## config.mk

```make
export PLATFORM = sky130hd
export DESIGN_NAME = uart_rx_recog
export DESIGN_NICKNAME = d
export VERILOG_FILES = /design/src/include/uart_rx_pkg.sv /design/src/logic/uart_rx_recog.sv
export SDC_FILE = /design/constraint.sdc
export NUM_CORES = 1
export LEC_CHECK = 0
export ABC_AREA = 1
export BUFFER_PORTS_ARGS = -buffer_cell sky130_fd_sc_hd__buf_4
export CAP_MARGIN = 20
export CELL_PAD_IN_SITES_DETAIL_PLACEMENT = 1
export CELL_PAD_IN_SITES_GLOBAL_PLACEMENT = 2
export CORE_ASPECT_RATIO = 1.25
export CORE_MARGIN = 2
export CORE_UTILIZATION = 38
export DETAILED_ROUTE_END_ITERATION = 12
export GPL_TIMING_DRIVEN = 0
export HOLD_SLACK_MARGIN = 0.06
export PLACE_DENSITY_LB_ADDON = 0.1
export SYNTH_ARGS = -nofsm -noshare
export SYNTH_HDL_FRONTEND = slang
export SYNTH_SLANG_ARGS = --single-unit
```

## constraint.sdc

```tcl
create_clock -name pclk -period 6.3 [get_ports pclk]
set_clock_uncertainty 0.15 [all_clocks]
set_input_delay 0.63 -clock pclk [delete_from_list [all_inputs] [get_ports pclk]]
set_output_delay 0.63 -clock pclk [all_outputs]
set_load 0.01 [all_outputs]
```

## src/include/uart_rx_pkg.sv

```systemverilog
// constants, register map and frame layout of the low energy uart receiver
package uart_rx_pkg;
   // register byte addresses
   localparam logic [11:0] ADDR_CTRL = 12'h000;
   localparam logic [11:0] ADDR_CMD = 12'h004;
   localparam logic [11:0] ADDR_STATUS = 12'h008;
   localparam logic [11:0] ADDR_DIV = 12'h00C;
   localparam logic [11:0] ADDR_START_FRAME = 12'h010;
   localparam logic [11:0] ADDR_SIG_FRAME = 12'h014;
   localparam logic [11:0] ADDR_RX_DATA_EXT = 12'h018;
   localparam logic [11:0] ADDR_RX_DATA = 12'h01C;
   localparam logic [11:0] ADDR_RX_PEEK = 12'h020;
   localparam logic [11:0] ADDR_FLAGS = 12'h02C;
   localparam logic [11:0] ADDR_FLAGS_CLR = 12'h034;
   // control fields
   localparam int CTRL_AUTO_TRI = 0;
   localparam int CTRL_NINE_BITS = 1;
   localparam int CTRL_PARITY_LO = 2;
   localparam int CTRL_TWO_STOP = 4;
   localparam int CTRL_LOOPBACK = 7;
   localparam int CTRL_SF_UNBLOCK = 8;
   localparam int CTRL_MULTIPROC = 9;
   localparam int CTRL_ADDR_BIT = 10;
   localparam logic [10:0] CTRL_MASK = 11'h79F;
   localparam logic [1:0] PARITY_EVEN = 2'h2;
   localparam logic [1:0] PARITY_ODD = 2'h3;
   // command fields
   localparam int CMD_RX_ON = 0;
   localparam int CMD_RX_OFF = 1;
   localparam int CMD_BLOCK_ON = 2;
   localparam int CMD_BLOCK_OFF = 3;
   // status fields
   localparam int STAT_RX_ENABLED = 0;
   localparam int STAT_RX_BLOCKED = 1;
   localparam int STAT_DATA_VALID = 2;
   // sticky flag fields
   localparam int FLAG_OVERFLOW = 0;
   localparam int FLAG_UNDERFLOW = 1;
   localparam int FLAG_PARITY = 2;
   localparam int FLAG_FRAMING = 3;
   localparam int FLAG_ADDRESS = 4;
   localparam int FLAG_START = 5;
   localparam int FLAG_SIGNAL = 6;
   localparam int FLAG_COUNT = 7;
   // frame entry fields in extended reads
   localparam int RXD_PARITY = 14;
   localparam int RXD_FRAMING = 15;
   // baud timing: one bit is 1 + div/256 slow clock periods; target kept in 1/512 units
   localparam int DIV_WIDTH = 15;
   localparam int ACC_WIDTH = 21;
   localparam int ACC_FRAC = 9;
   localparam logic [ACC_WIDTH-1:0] ACC_ONE_BIT = 21'h000200;
   localparam logic [11:0] RESET_DIV = 12'h000;

   typedef enum logic [1:0] {
      ST_IDLE = 2'b00,
      ST_RECV = 2'b01,
      ST_DONE = 2'b11
   } rx_state_e;

   typedef struct packed {
      logic framing;
      logic parity;
      logic [8:0] data;
   } frame_entry_s;
endpackage

```

## src/logic/uart_rx_recog.sv

```systemverilog
// receiver, frame recognition, loopback and tx tristate of a low energy uart, apb slave
// What this block does
// - frame parked for lack of space still enters the buffer later, blocked or not
// - overwriting a waiting frame sets the overflow flag, even while blocked
// - one sample per bit, near the bit middle, start bit included
// - bit period is 1 + divider/256 slow clock periods
// - bit n sampled at floor(n*(1+div/256)+div/512) slow edges after start
// - start bit sampled high abandons the frame and rearms
// - parity checked when enabled; mismatch sets frame bit and flag
// - frames with parity errors are buffered like good ones
// - stop bit sampled low is a framing error, flagged, frame still buffered
// - framing bit readable via extended and peek reads, parity via extended read
// - enabled and blocked: frames received, all but address frames and unblocking start frames discarded
// - start frame with unblock enabled clears block and is buffered
// - every start frame sets the start frame flag
// - 8 data bits compare low 8 bits, 9 bits compare all
// - start frames detected only when enabled and error free
// - enabled receiver matching the signal frame sets the signal flag
// - erroneous frame is never a signal frame
// - multiprocessor address frame sets its flag and is buffered even blocked
// - erroneous frame is never an address frame
// - loopback feeds the receiver from the transmit pin
// - auto tristate releases the transmit pin while the transmitter is idle
// - block flag set and cleared by block on and block off commands
// - blocked erroneous frames are dropped without recognition or any flag but overflow
// - new frame with buffer and shift register full overwrites and flags overflow
//
// The APB slave port and the placing of the registers were decided locally.
`timescale 1ns/1ps
`default_nettype none

module uart_rx_recog
   import uart_rx_pkg::*;
(
   input wire logic pclk, // bus clock, 200 MHz
   input wire logic presetn, // async reset, active low
   input wire logic psel, // apb select
   input wire logic penable, // apb access phase
   input wire logic pwrite, // apb direction
   input wire logic [11:0] paddr, // apb byte address
   input wire logic [31:0] pwdata, // apb write data
   output logic [31:0] prdata, // apb read data
   output logic pready, // apb ready
   output logic pslverr, // apb error on unmapped address
   input wire logic low_freq_clock, // 32.768 kHz clock, sampled
   input wire logic rx_pin, // receive pin
   input wire logic tx_pin_i, // transmit pin level seen on the wire
   output logic tx_pin_o, // transmit pin drive value
   output logic tx_pin_oe, // transmit pin output enable, high drives
   input wire logic tx_data, // serial data from the transmitter
   input wire logic tx_active // transmitter busy
);
   // synchronisers: first stage read only by the second
   logic lf_s1, lf_s2, lf_s3;
   logic rx_s1, rx_s2, txp_s1, txp_s2;

   always_ff @(posedge pclk or negedge presetn) begin
      if (!presetn) begin
         lf_s1 <= 1'b0;
         lf_s2 <= 1'b0;
         lf_s3 <= 1'b0;
         rx_s1 <= 1'b1;
         rx_s2 <= 1'b1;
         txp_s1 <= 1'b1;
         txp_s2 <= 1'b1;
      end else begin
         lf_s1 <= low_freq_clock;
         lf_s2 <= lf_s1;
         lf_s3 <= lf_s2;
         rx_s1 <= rx_pin;
         rx_s2 <= rx_s1;
         txp_s1 <= tx_pin_i;
         txp_s2 <= txp_s1;
      end
   end

   // registers
   logic [10:0] ctrl;
   logic [DIV_WIDTH-1:0] baud_divider_value;
   logic [8:0] start_frame_value;
   logic [8:0] signal_frame_value;
   logic rx_enabled_status;
   logic rx_blocked;
   logic [FLAG_COUNT-1:0] flags;
   frame_entry_s rx_buf, shift_hold;
   logic buf_valid, hold_valid;

   wire auto_tristate_en = ctrl[CTRL_AUTO_TRI];
   wire nine_bits = ctrl[CTRL_NINE_BITS];
   wire [1:0] parity_mode = ctrl[CTRL_PARITY_LO +: 2];
   wire parity_on = parity_mode[1];
   wire two_stop = ctrl[CTRL_TWO_STOP];
   wire loopback_en = ctrl[CTRL_LOOPBACK];
   wire start_frame_unblock_en = ctrl[CTRL_SF_UNBLOCK];
   wire multiproc_mode_en = ctrl[CTRL_MULTIPROC];
   wire address_bit_value = ctrl[CTRL_ADDR_BIT];

   // slow clock rising edge; all receive timing advances on it
   wire tick = lf_s2 & ~lf_s3;
   wire line = loopback_en ? txp_s2 : rx_s2;

   // apb decode
   wire setup = psel & ~penable;
   wire access = psel & penable & pready;
   wire wr = access & pwrite;
   wire hit_ctrl = (paddr == ADDR_CTRL);
   wire hit_cmd = (paddr == ADDR_CMD);
   wire hit_status = (paddr == ADDR_STATUS);
   wire hit_div = (paddr == ADDR_DIV);
   wire hit_sf = (paddr == ADDR_START_FRAME);
   wire hit_sig = (paddr == ADDR_SIG_FRAME);
   wire hit_rxx = (paddr == ADDR_RX_DATA_EXT);
   wire hit_rx = (paddr == ADDR_RX_DATA);
   wire hit_peek = (paddr == ADDR_RX_PEEK);
   wire hit_flags = (paddr == ADDR_FLAGS);
   wire hit_fclr = (paddr == ADDR_FLAGS_CLR);
   wire mapped = hit_ctrl | hit_cmd | hit_status | hit_div | hit_sf | hit_sig | hit_rxx
      | hit_rx | hit_peek | hit_flags | hit_fclr;
   wire cmd_wr = wr & hit_cmd;
   wire cmd_rx_on = cmd_wr & pwdata[CMD_RX_ON];
   wire cmd_rx_off = cmd_wr & pwdata[CMD_RX_OFF];
   wire block_on_cmd = cmd_wr & pwdata[CMD_BLOCK_ON];
   wire block_off_cmd = cmd_wr & pwdata[CMD_BLOCK_OFF];
   wire [FLAG_COUNT-1:0] flag_clr = (wr & hit_fclr) ? pwdata[FLAG_COUNT-1:0] : '0;

   // removing reads: buffer state is latched at setup so the access edge pops what was read
   logic pop_armed, pop_empty;
   wire pop_read = access & ~pwrite & (hit_rxx | hit_rx);
   wire pop = pop_read & pop_armed;
   wire underflow = pop_read & pop_empty;

   // entry views
   wire [31:0] entry_word = {16'h0000, rx_buf.framing, rx_buf.parity, 5'h00, rx_buf.data};
   wire [31:0] peek_word = {16'h0000, rx_buf.framing, 6'h00, rx_buf.data};
   wire [31:0] status_word = {29'h0, buf_valid, rx_blocked, rx_enabled_status};
   wire [31:0] read_mux =
      hit_ctrl ? {21'h0, ctrl} :
      hit_status ? status_word :
      hit_div ? {17'h0, baud_divider_value} :
      hit_sf ? {23'h0, start_frame_value} :
      hit_sig ? {23'h0, signal_frame_value} :
      hit_rxx ? entry_word :
      hit_rx ? {24'h0, rx_buf.data[7:0]} :
      hit_peek ? peek_word :
      hit_flags ? {25'h0, flags} : 32'h0000_0000;

   always_ff @(posedge pclk or negedge presetn) begin
      if (!presetn) begin
         pready <= 1'b0;
         pslverr <= 1'b0;
         prdata <= 32'h0000_0000;
         pop_armed <= 1'b0;
         pop_empty <= 1'b0;
      end else begin
         pready <= setup;
         pslverr <= setup & ~mapped;
         prdata <= setup & ~pwrite ? read_mux : 32'h0000_0000;
         pop_armed <= setup & buf_valid;
         pop_empty <= setup & ~buf_valid;
      end
   end

   always_ff @(posedge pclk or negedge presetn) begin
      if (!presetn) begin
         ctrl <= 11'h000;
         baud_divider_value <= {RESET_DIV, 3'h0};
         start_frame_value <= 9'h000;
         signal_frame_value <= 9'h000;
      end else if (wr) begin
         if (hit_ctrl) ctrl <= pwdata[10:0] & CTRL_MASK;
         if (hit_div) baud_divider_value <= pwdata[DIV_WIDTH-1:0];
         if (hit_sf) start_frame_value <= pwdata[8:0];
         if (hit_sig) signal_frame_value <= pwdata[8:0];
      end
   end

   // bit timing: target = n*(512 + 2*div) + div, sample on slow edge floor(target/512)
   wire [ACC_WIDTH-1:0] div_ext = {{(ACC_WIDTH-DIV_WIDTH){1'b0}}, baud_divider_value};
   wire [ACC_WIDTH-1:0] step = ACC_ONE_BIT + (div_ext << 1);
   wire [11:0] first_edge = div_ext[ACC_WIDTH-1:ACC_FRAC];

   rx_state_e state;
   logic [ACC_WIDTH-1:0] target;
   logic [11:0] edges;
   logic [3:0] bit_idx;
   // index 12 is the second stop bit of a nine bit frame with parity
   logic [12:0] bits;

   wire [3:0] data_len = nine_bits ? 4'd9 : 4'd8;
   wire [3:0] stop_pos = data_len + {3'b000, parity_on} + 4'd1;
   wire [3:0] last_pos = stop_pos + {3'b000, two_stop};
   wire [11:0] next_edges = edges + 12'd1;
   wire sample_now = tick & (next_edges == target[ACC_WIDTH-1:ACC_FRAC]);
   wire start_seen = tick & ~line & rx_enabled_status;

   always_ff @(posedge pclk or negedge presetn) begin
      if (!presetn) begin
         state <= ST_IDLE;
         target <= '0;
         edges <= 12'h000;
         bit_idx <= 4'h0;
         bits <= 13'h0000;
      end else begin
         case (state)
            ST_IDLE: begin
               if (start_seen && !cmd_rx_off) begin
                  // edge 0; when div < 512 the start bit is sampled on this very edge
                  state <= ST_RECV;
                  edges <= 12'h000;
                  bits <= 13'h0000;
                  if (first_edge == 12'h000) begin
                     bit_idx <= 4'h1;
                     target <= div_ext + step;
                  end else begin
                     bit_idx <= 4'h0;
                     target <= div_ext;
                  end
               end
            end
            ST_RECV: begin
               if (cmd_rx_off || !rx_enabled_status) begin
                  state <= ST_IDLE;
               end else if (tick) begin
                  edges <= next_edges;
                  if (sample_now) begin
                     target <= target + step;
                     bit_idx <= bit_idx + 4'h1;
                     bits[bit_idx] <= line;
                     if (bit_idx == 4'h0 && line) begin
                        state <= ST_IDLE;
                     end else if (bit_idx == last_pos) begin
                        state <= ST_DONE;
                     end
                  end
               end
            end
            ST_DONE: begin
               state <= ST_IDLE;
            end
            default: begin
               state <= ST_IDLE;
            end
         endcase
      end
   end

   // frame evaluation, valid in ST_DONE
   wire [8:0] rx_word = nine_bits ? bits[9:1] : {1'b0, bits[8:1]};
   wire par_bit = bits[data_len + 4'd1];
   wire par_calc = ^rx_word;
   wire parity_error = parity_on & ((par_calc ^ par_bit) ^ (parity_mode == PARITY_ODD));
   wire framing_error = ~bits[stop_pos] | (two_stop & ~bits[last_pos]);
   wire frame_bad = parity_error | framing_error;
   wire done = (state == ST_DONE);
   wire drop_silent = rx_blocked & frame_bad;
   wire keep = done & ~drop_silent;
   wire sf_match = nine_bits ? (rx_word == start_frame_value)
      : (rx_word[7:0] == start_frame_value[7:0]);
   wire sig_match = nine_bits ? (rx_word == signal_frame_value)
      : (rx_word[7:0] == signal_frame_value[7:0]);
   wire is_start = keep & ~frame_bad & rx_enabled_status & sf_match;
   wire is_signal = keep & ~frame_bad & rx_enabled_status & sig_match;
   wire is_addr = keep & ~frame_bad & multiproc_mode_en & nine_bits
      & (rx_word[8] == address_bit_value);
   wire unblock = is_start & start_frame_unblock_en;
   // error frames kept while unblocked; when blocked, only error free address frames and unblocking start frames
   wire load = keep & (~rx_blocked | unblock | is_addr);
   wire overwrite = done & hold_valid & buf_valid;

   frame_entry_s new_entry;
   assign new_entry = '{framing: framing_error, parity: parity_error, data: rx_word};

   // the hold slot is the shift register; it drains whenever the buffer has room
   wire hold_to_buf = hold_valid & (~buf_valid | pop);
   logic [FLAG_COUNT-1:0] flag_set;

   always_comb begin
      flag_set = '0;
      flag_set[FLAG_OVERFLOW] = overwrite;
      flag_set[FLAG_UNDERFLOW] = underflow;
      flag_set[FLAG_PARITY] = keep & parity_error;
      flag_set[FLAG_FRAMING] = keep & framing_error;
      flag_set[FLAG_ADDRESS] = is_addr;
      flag_set[FLAG_START] = is_start;
      flag_set[FLAG_SIGNAL] = is_signal;
   end

   always_ff @(posedge pclk or negedge presetn) begin
      if (!presetn) begin
         flags <= '0;
      end else begin
         flags <= (flags & ~flag_clr) | flag_set; // set beats a simultaneous clear
      end
   end

   always_ff @(posedge pclk or negedge presetn) begin
      if (!presetn) begin
         rx_enabled_status <= 1'b0;
         rx_blocked <= 1'b0;
      end else begin
         if (cmd_rx_off) rx_enabled_status <= 1'b0;
         else if (cmd_rx_on) rx_enabled_status <= 1'b1;
         // software command outranks an unblock by a start frame in the same cycle
         if (block_on_cmd) rx_blocked <= 1'b1;
         else if (block_off_cmd || unblock) rx_blocked <= 1'b0;
      end
   end

   always_ff @(posedge pclk or negedge presetn) begin
      if (!presetn) begin
         buf_valid <= 1'b0;
         hold_valid <= 1'b0;
         rx_buf <= '0;
         shift_hold <= '0;
      end else begin
         if (hold_to_buf) begin
            rx_buf <= shift_hold;
            buf_valid <= 1'b1;
         end else if (pop) begin
            buf_valid <= 1'b0;
         end
         if (done && (load || overwrite)) begin
            // a waiting frame is replaced; a discarded newcomer leaves the slot empty
            shift_hold <= new_entry;
            hold_valid <= load;
         end else if (hold_to_buf) begin
            hold_valid <= 1'b0;
         end
      end
   end

   // transmit pin: released while idle under auto tristate; the far side avoids collisions
   always_ff @(posedge pclk or negedge presetn) begin
      if (!presetn) begin
         tx_pin_o <= 1'b1;
         tx_pin_oe <= 1'b1;
      end else begin
         tx_pin_o <= tx_data;
         tx_pin_oe <= ~auto_tristate_en | tx_active;
      end
   end
endmodule

`default_nettype wire

```

==> results of run 1 <==
-- layout make-up --
cell class / count / area share
repair buffers: 58 / 0.04006
multi-input cells: 1018 / 0.4648
clock inverters: 12 / 0.01206
flip-flops and latches: 154 / 0.3324
inverters: 135 / 0.04362
clock buffers: 20 / 0.03931
well taps: 340 / 0.03662
plain buffers: 62 / 0.03113
-- power by group through the flow --
stage                     Combinational (uW)  Sequential, uW  Clock, uW
after floorplan                         24.3            1010          0
after global placement                  75.0            1010          0
after detailed placement                78.8            1010          0
after CTS                               79.4             995       1080
after global routing                    87.2             995       1120
final                                   77.9             995       1060
-- routing by layer --
layer,routed length [um],vias up,part of all wire
li1,-,4627,-
met1,14260,4645,0.42
met2,18350,115,0.54
met3,797,40,0.023
met4,634,0,0.019
met5,0,-,0
-- worst max-delay path by stage --
stage / from / endpoint / slack [ns] / cells after the start
floorplan: ctrl[1] / shift_hold[10] / 3.53 / 18
global placement: ctrl[1] / shift_hold[4] / 2.94 / 18
finish: ctrl[1] / shift_hold[5] / 2.87 / 18
detailed placement: ctrl[1] / shift_hold[5] / 2.88 / 18
CTS: ctrl[1] / shift_hold[5] / 2.85 / 18
global route: ctrl[1] / shift_hold[7] / 2.62 / 18
-- through the flow --
stage               utilization  cell area [um^2]
floorplan                     -             10130
global placement         0.4219             10980
detailed placement       0.4233             11010
CTS                      0.4466             11620
global route             0.4466             11620
finish                   0.4466             11620
-- state kept, by name (all words and copies together) (netlist names), 2 cells and up --
register / count
shift_hold: 11
bit_idx: 4
signal_frame_value: 9
state: 2
entry_word: 11
target: 20
ctrl: 9
start_frame_value: 9
bits: 12
edges: 12
baud_divider_value: 15
prdata: 16
flags: 7
-- cells by family (layout without fill, tap and decap cells) --
family	Yosys count	count (layout)	synth area share
buf+inv	197	287	0.08620
simple gates	658	658	0.2820
compound gates	248	248	0.1442
mux	13	13	0.01428
xor+xnor	42	42	0.03726
fa+ha+maj	41	41	0.05242
flops	154	154	0.3833
other cells	1	16	0.0003723
-- Yosys cell counts (all sizes together), types with 6 or more instances --
cell type | count | area share
nand2 | 400 | 0.15
dfrtp | 148 | 0.37
inv | 135 | 0.050
o21ai | 124 | 0.069
nor2 | 85 | 0.034
nand3 | 83 | 0.043
a21oi | 76 | 0.038
ha | 39 | 0.048
buf | 37 | 0.026
nand4 | 36 | 0.022
xor2 | 33 | 0.029
nor3 | 31 | 0.017
clkbuf | 25 | 0.0094
or2 | 14 | 0.0087
mux2 | 11 | 0.012
xnor2 | 9 | 0.0078
o22ai | 8 | 0.0056
dfstp | 6 | 0.016
==> flow_summary.yaml, run 1 <==
worst_setup_path:
  regToRegSetupSlack_ns: 2.87
  cp-end-kind: "flip-flop"
  critPathBufInv: 5
  start_kind: "flip-flop"
  r2r_end: "shift_hold[5]"
  max_stage_delay_ns: 0.32
  cp_max_fo: 10
  crit_family: "simple AND/OR/NAND/NOR gates"
  crit_slowest_cell: "dfrtp_1"
  reg2reg_depth: 18
  crit_arrival_ns: 3.61
  required_ns: 6.47
  criticalPathCategory: "flip-flop to flip-flop"
  timing.rr.start: "ctrl[1]"
  cp_cell_sequence: "buf_2 > inv_1 > ha_1 > inv_1 > ha_1 > ha_1 > inv_1 > nand3_1 > o21a_1 > nand2_1 > nand2_1 > nor2_1 > nand4_1 > o21bai_2 > nand2_2 > buf_2 > nand4_1 > nand2_1"
power:
  power_frac_seq: 0.467
  combPwrFrac: 0.037
  vdd_ir_drop_max_mv: 0.1638
  switching_share: 0.2345
  p_switching_uw: 499.1
  intPower_uw: 1630
  p_clk_frac: 0.496
  power_leakage_uw: 0.005666
  totalPowerFinal_uw: 2129
  p_per_area_mw_per_mm2: 183.2
yosys:
  synth_edf_count: 0
  syn_area_per_cell_um2: 7.440
  synth_seq_cells: 154
  synthFlopType: "dfrtp_1"
  syn_area_mm2: 0.01007
  synth_cell_types: 55
  synthCells: 1354
  ys_async_sr_fraction: 1.000
  synth_sequential_area_ratio: 0.3833
  ys_warn_count: 0
grt:
  first_global_vias: 9859
  grt.met3_usage: 0.03260
  antenna_found_initial: 0
  grt-ovfl-total: 0
  use_met2: 0.4875
  grt_use_total: 0.2571
  met1_usage: 0.3031
  grt.busiest_layer: "met2"
  grt_start_max_net_pins: 87
  grt_pass1_wl_um: 54610
clock_network:
  clockBufferDepth: 2
  tritoncts: "yes"
  cts_sinks: 154
  clk_latency_ns: 0.44
  htree_levels: 4
  numCtsBuffers: 17
  post_cts_buffers: 0
  root_buffer: "clkbuf_16"
  clkTransAtPathRegs_ns: 0.07
  cts_hold_repair.buffers: 1
  cts_resized: 0
sta:
  relSlewSlack: 0.5001
  clock.fmax_mhz: 291.4
  hold_ws_ns: 0.1455
  finalCritPeriodShare: 0.5448
  final-max-slew-violation-count: 0
  period_needed_ns: 3.432
  rsz0062_at_grt: "false"
  final.setup.tns_ns: 0
  tightest_slew_ns: 0.7498
  setup_ws_ns: 2.868
  finalSetupViolCount: 0
  finalHoldViolations: 0
run:
  cap_violations: 0
floorplan:
  die_w_um: 149.6
  io_pins: 90
  fp.coreArea_mm2: 0.02601
  start_util: 0.3873
  die_y_um: 186.0
  die_area_mm2: 0.02784
  rows: 66
drt:
  drtIter0Drc: 428
  dr.pass1.iters: 4
  ant_nets: 0
  vias_per_cell: 5.240
  drc: 0
  dr_total_vias: 9427
  wl_um: 34040
  wl_per_cell_um: 18.92
finish:
  syn2layout_area_growth_pct: 15.33
  layout.nets: 1541
  drive_gt1_frac: 0.1364
  regArea_mm2: 0.003861
  n_fill_cell: 3335
  final_cells: 1799
  antennaDiodeCount: 0
  final_cell_mix: "395 x nand2_1, 148 x dfrtp_1, 132 x inv_1"
  multi_input_area_mm2: 0.005400
  final_common_cell: "nand2_1"
place:
  port_buffers: 56
  place.gp.congestion: 0.8481
  hpwl_um: 26580
  place_inst: 1766
  dp_slack_ns: 2.881
worst_hold_path:
  min_to: "rx_s1"
  holdPathStages: 1
  holdCritStartpoint: "rx_pin"
  hp-class: "input port to flip-flop"
run_status:
  status: "finished, final reports clean"
No activity file was read; power rests on OpenSTA's default activity.
==> inputs of run 2 (changes only) <==
--- a/config.mk
+++ b/config.mk
@@ -5,14 +5,14 @@
 export SDC_FILE = /design/constraint.sdc
 export NUM_CORES = 1
 export LEC_CHECK = 0
-export ABC_AREA = 1
+export ABC_AREA = 0
 export BUFFER_PORTS_ARGS = -buffer_cell sky130_fd_sc_hd__buf_4
 export CAP_MARGIN = 20
 export CELL_PAD_IN_SITES_DETAIL_PLACEMENT = 1
 export CELL_PAD_IN_SITES_GLOBAL_PLACEMENT = 2
 export CORE_ASPECT_RATIO = 1.25
 export CORE_MARGIN = 2
-export CORE_UTILIZATION = 38
+export CORE_UTILIZATION = 35
 export DETAILED_ROUTE_END_ITERATION = 12
 export GPL_TIMING_DRIVEN = 0
 export HOLD_SLACK_MARGIN = 0.06
==> constraint.sdc (replaced) <==
create_clock -name pclk -period 2.8 [get_ports pclk]
set_clock_uncertainty 0.15 [all_clocks]
set_input_delay 0.28 -clock pclk [delete_from_list [all_inputs] [get_ports pclk]]
set_output_delay 0.28 -clock pclk [all_outputs]
set_load 0.01 [all_outputs]
==> run 2 against run 1 <==
  * The flow now finishes with violations (negative setup slack)
  * Maximum frequency up 11%
  * Die area is 0.15% higher
  * Total power increased by 140%
  * Global-route usage down 1.4 points
  * Sequential power grew 130%
  * Clock power rose to 2.5 times the previous value
  * Non-clock buffer count is 66 higher
  * Cell count shrank 18%
  * Critical endpoint is now target[4]
  * Largest power group unchanged
  * Highest routed layer unchanged
==> flow_summary.yaml, run 2 <==
clock_network:
  htree_levels: 4
  cts_sinks: 154
  clockBufferDepth: 2
  numCtsBuffers: 17
  root_buffer: "clkbuf_16"
  clk_latency_ns: 0.44
  clkTransAtPathRegs_ns: 0.07
  tritoncts: "yes"
place:
  port_buffers: 55
  place.gp.congestion: 0.8368
  hpwl_um: 23240
  postPlaceCellArea_mm2: 0.01031
  place_inst: 1372
  dp_slack_ns: -1.132
yosys:
  synth_cell_types: 76
  syn_area_per_cell_um2: 9.680
  synthFlopType: "dfrtp_1"
  synth_common_cells: "148 x dfrtp_1, 96 x nand2_1, 69 x o21ai_0, 62 x mux2_2, 62 x nor2_1"
  yosys-top-cells-area: "dfrtp_1 40%, mux2_2 7.5%, ha_1 5.3%"
  ys_warn_count: 0
  synth_edf_count: 0
  synth_area_leader_cell: "dfrtp_1"
  ys_async_sr_fraction: 1.000
  synth_top_cell_area_share: 0.3985
  synth_sequential_area_ratio: 0.4155
  synthCells: 960
  yosysMostFrequentCell: "dfrtp_1"
  synth_seq_cells: 154
  syn_area_mm2: 0.009293
grt:
  grt-ovfl-total: 0
  grt_start_max_net_pins: 80
  antenna_found_initial: 0
  grt_pass1_wl_um: 50580
  first_global_vias: 8623
  grt_use_total: 0.2427
worst_setup_path:
  max_stage_delay_ns: 0.45
  critPathBufInv: 2
  crit_slowest_cell: "or4_4"
  cp_max_fo: 6
  cp_cell_sequence: "ha_4 > xor2_2 > nor4b_2 > o211ai_1 > or4_4 > a2111oi_4 > buf_6 > a21oi_4 > clkbuf_16 > mux2_2"
  cp-end-kind: "flip-flop"
  criticalPathCategory: "flip-flop to flip-flop"
  crit_arrival_ns: 3.26
  crit_family: "simple AND/OR/NAND/NOR gates"
  required_ns: 2.97
  start_kind: "flip-flop"
run_status:
  status: "finished with violations"
  violations: "negative setup slack"
power:
  switching_share: 0.2253
  p_clk_frac: 0.519
  power_frac_seq: 0.437
  p_per_area_mw_per_mm2: 415.2
  combPwrFrac: 0.044
  intPower_uw: 3970
  power_leakage_uw: 0.005611
  p_switching_uw: 1155
  vdd_ir_drop_max_mv: 0.3075
finish:
  drive_gt1_frac: 0.3015
  top_register: "target"
  largest_reg_flops: 20
  antennaDiodeCount: 0
  final_cell_mix: "139 x dfrtp_1, 102 x buf_4, 85 x nand2_1"
  final_common_cell: "dfrtp_1"
  layout.nets: 1223
  n_fill_cell: 2908
  reg_top3: "target: 20 flops, prdata: 16 flops, baud_divider_value: 15 flops"
  fin_area_mm2: 0.01234
  syn2layout_area_growth_pct: 32.84
  final_cells: 1481
worst_hold_path:
  hp-class: "input port to flip-flop"
drt:
  ant_nets: 0
  wl_um: 32600
  dr_total_vias: 8001
  dr.pass1.iters: 4
  drtIter0Drc: 284
  vias_per_cell: 5.402
  wl_per_cell_um: 22.01
  drc: 0
floorplan:
  fp.coreArea_mm2: 0.02610
  io_pins: 90
  die_area_mm2: 0.02788
  start_util: 0.3561
  rows: 66
  die_y_um: 186.2
  die_w_um: 149.7
sta:
  setup_ws_ns: -0.2892
  tightest_slew_ns: 0.9483
  finalSetupViolCount: 49
  clock.fmax_mhz: 323.7
  relSlewSlack: 0.3664
  finalCritPeriodShare: 1.103
  rsz0062_at_grt: "true"
  final-max-slew-violation-count: 0
  period_needed_ns: 3.089
  finalHoldViolations: 0
  hold_ws_ns: 0.1083
run:
  cap_violations: 0
==> run 2: area by class of cell <==
| type | count | area, um^2 | area share |
|---|---|---|---|
| plain buffers | 51 | 362.8 | 0.02939 |
| repair buffers | 135 | 1236 | 0.1001 |
| multi-input cells | 743 | 5678 | 0.4600 |
| well taps | 340 | 425.4 | 0.03446 |
| flip-flops and latches | 154 | 3872 | 0.3137 |
| clock inverters | 13 | 214.0 | 0.01733 |
| clock buffers | 19 | 452.9 | 0.03669 |
| inverters | 26 | 102.6 | 0.008311 |
==> run 2: timing repair <==
| action | 4_1_cts | 5_1_grt |
|---|---|---|
| hold buffers | 27 | 0 |
| gates cloned | 5 | 1 |
| resized for setup | 118 | 54 |
| setup buffers | 32 | 16 |
| pin swaps | 38 | 38 |
| setup endpoints to repair | 101 | 74 |
| endpoints found under the hold margin | 127 | 0 |
==> run 2: path summary, 6_finish.rpt <==
path / startpoint / to / slack (ns) / cells past startpoint
setup / recovery: edges[1] / target[4] / -0.29 / 10
hold / removal: paddr[5] / prdata[0] / 0.11 / 4
setup reg to reg: edges[1] / target[4] / -0.29 / 10
hold reg to reg: lf_s1 / lf_s2 / 0.20 / 0
max in group asynchronous: presetn / baud_divider_value[12] / 1.42 / 3
min in group asynchronous: presetn / pslverr / 0.26 / 2
==> run 2: metal layers <==
layer,part of all wire,GRT usage,up-vias
met5,0,0,-
met4,0.024,0.07245,0
met3,0.025,0.03341,50
met2,0.54,0.4578,122
met1,0.41,0.2848,4045
li1,-,-,3784
==> run 2: cell families after synthesis <==
family	after synthesis	synth area share
buffers and inverters	79	0.03918
adder cells (fa/ha/maj)	41	0.05682
other	1	0.0004035
XOR/XNOR	78	0.07352
AO/OA/AOI/OAI	238	0.1707
AND/OR/NAND/NOR	295	0.1544
flip-flops	154	0.4155
multiplexers	74	0.08940
==> run 2: worst register-to-register path, cell delays in order (launching register included) <==
cell and delay [ns]:
dfrtp_2 0.43, ha_4 0.26, xor2_2 0.17, nor4b_2 0.32, o211ai_1 0.13, or4_4 0.45, a2111oi_4 0.22, buf_6 0.18
a21oi_4 0.12, clkbuf_16 0.25, mux2_2 0.28
==> run 2: stage by stage <==
step	utilization	TNS, ns	power (uW)
after floorplan	-	-1.768	2345
after global placement	0.3936	-82.35	2469
after detailed placement	0.3951	-80.75	2477
after CTS	0.4601	-11.33	5180
after global routing	0.4731	-16.67	5284
final	0.4731	-10.55	5125
==> run 2: power by group through the flow <==
stage / logic (uW) / registers [uW] / clock network (uW)
after detailed placement: 196 / 2280 / 0
after floorplan: 62.3 / 2280 / 0
after global placement: 188 / 2280 / 0
final: 226 / 2240 / 2660
after global routing: 249 / 2240 / 2800
after CTS: 228 / 2240 / 2710
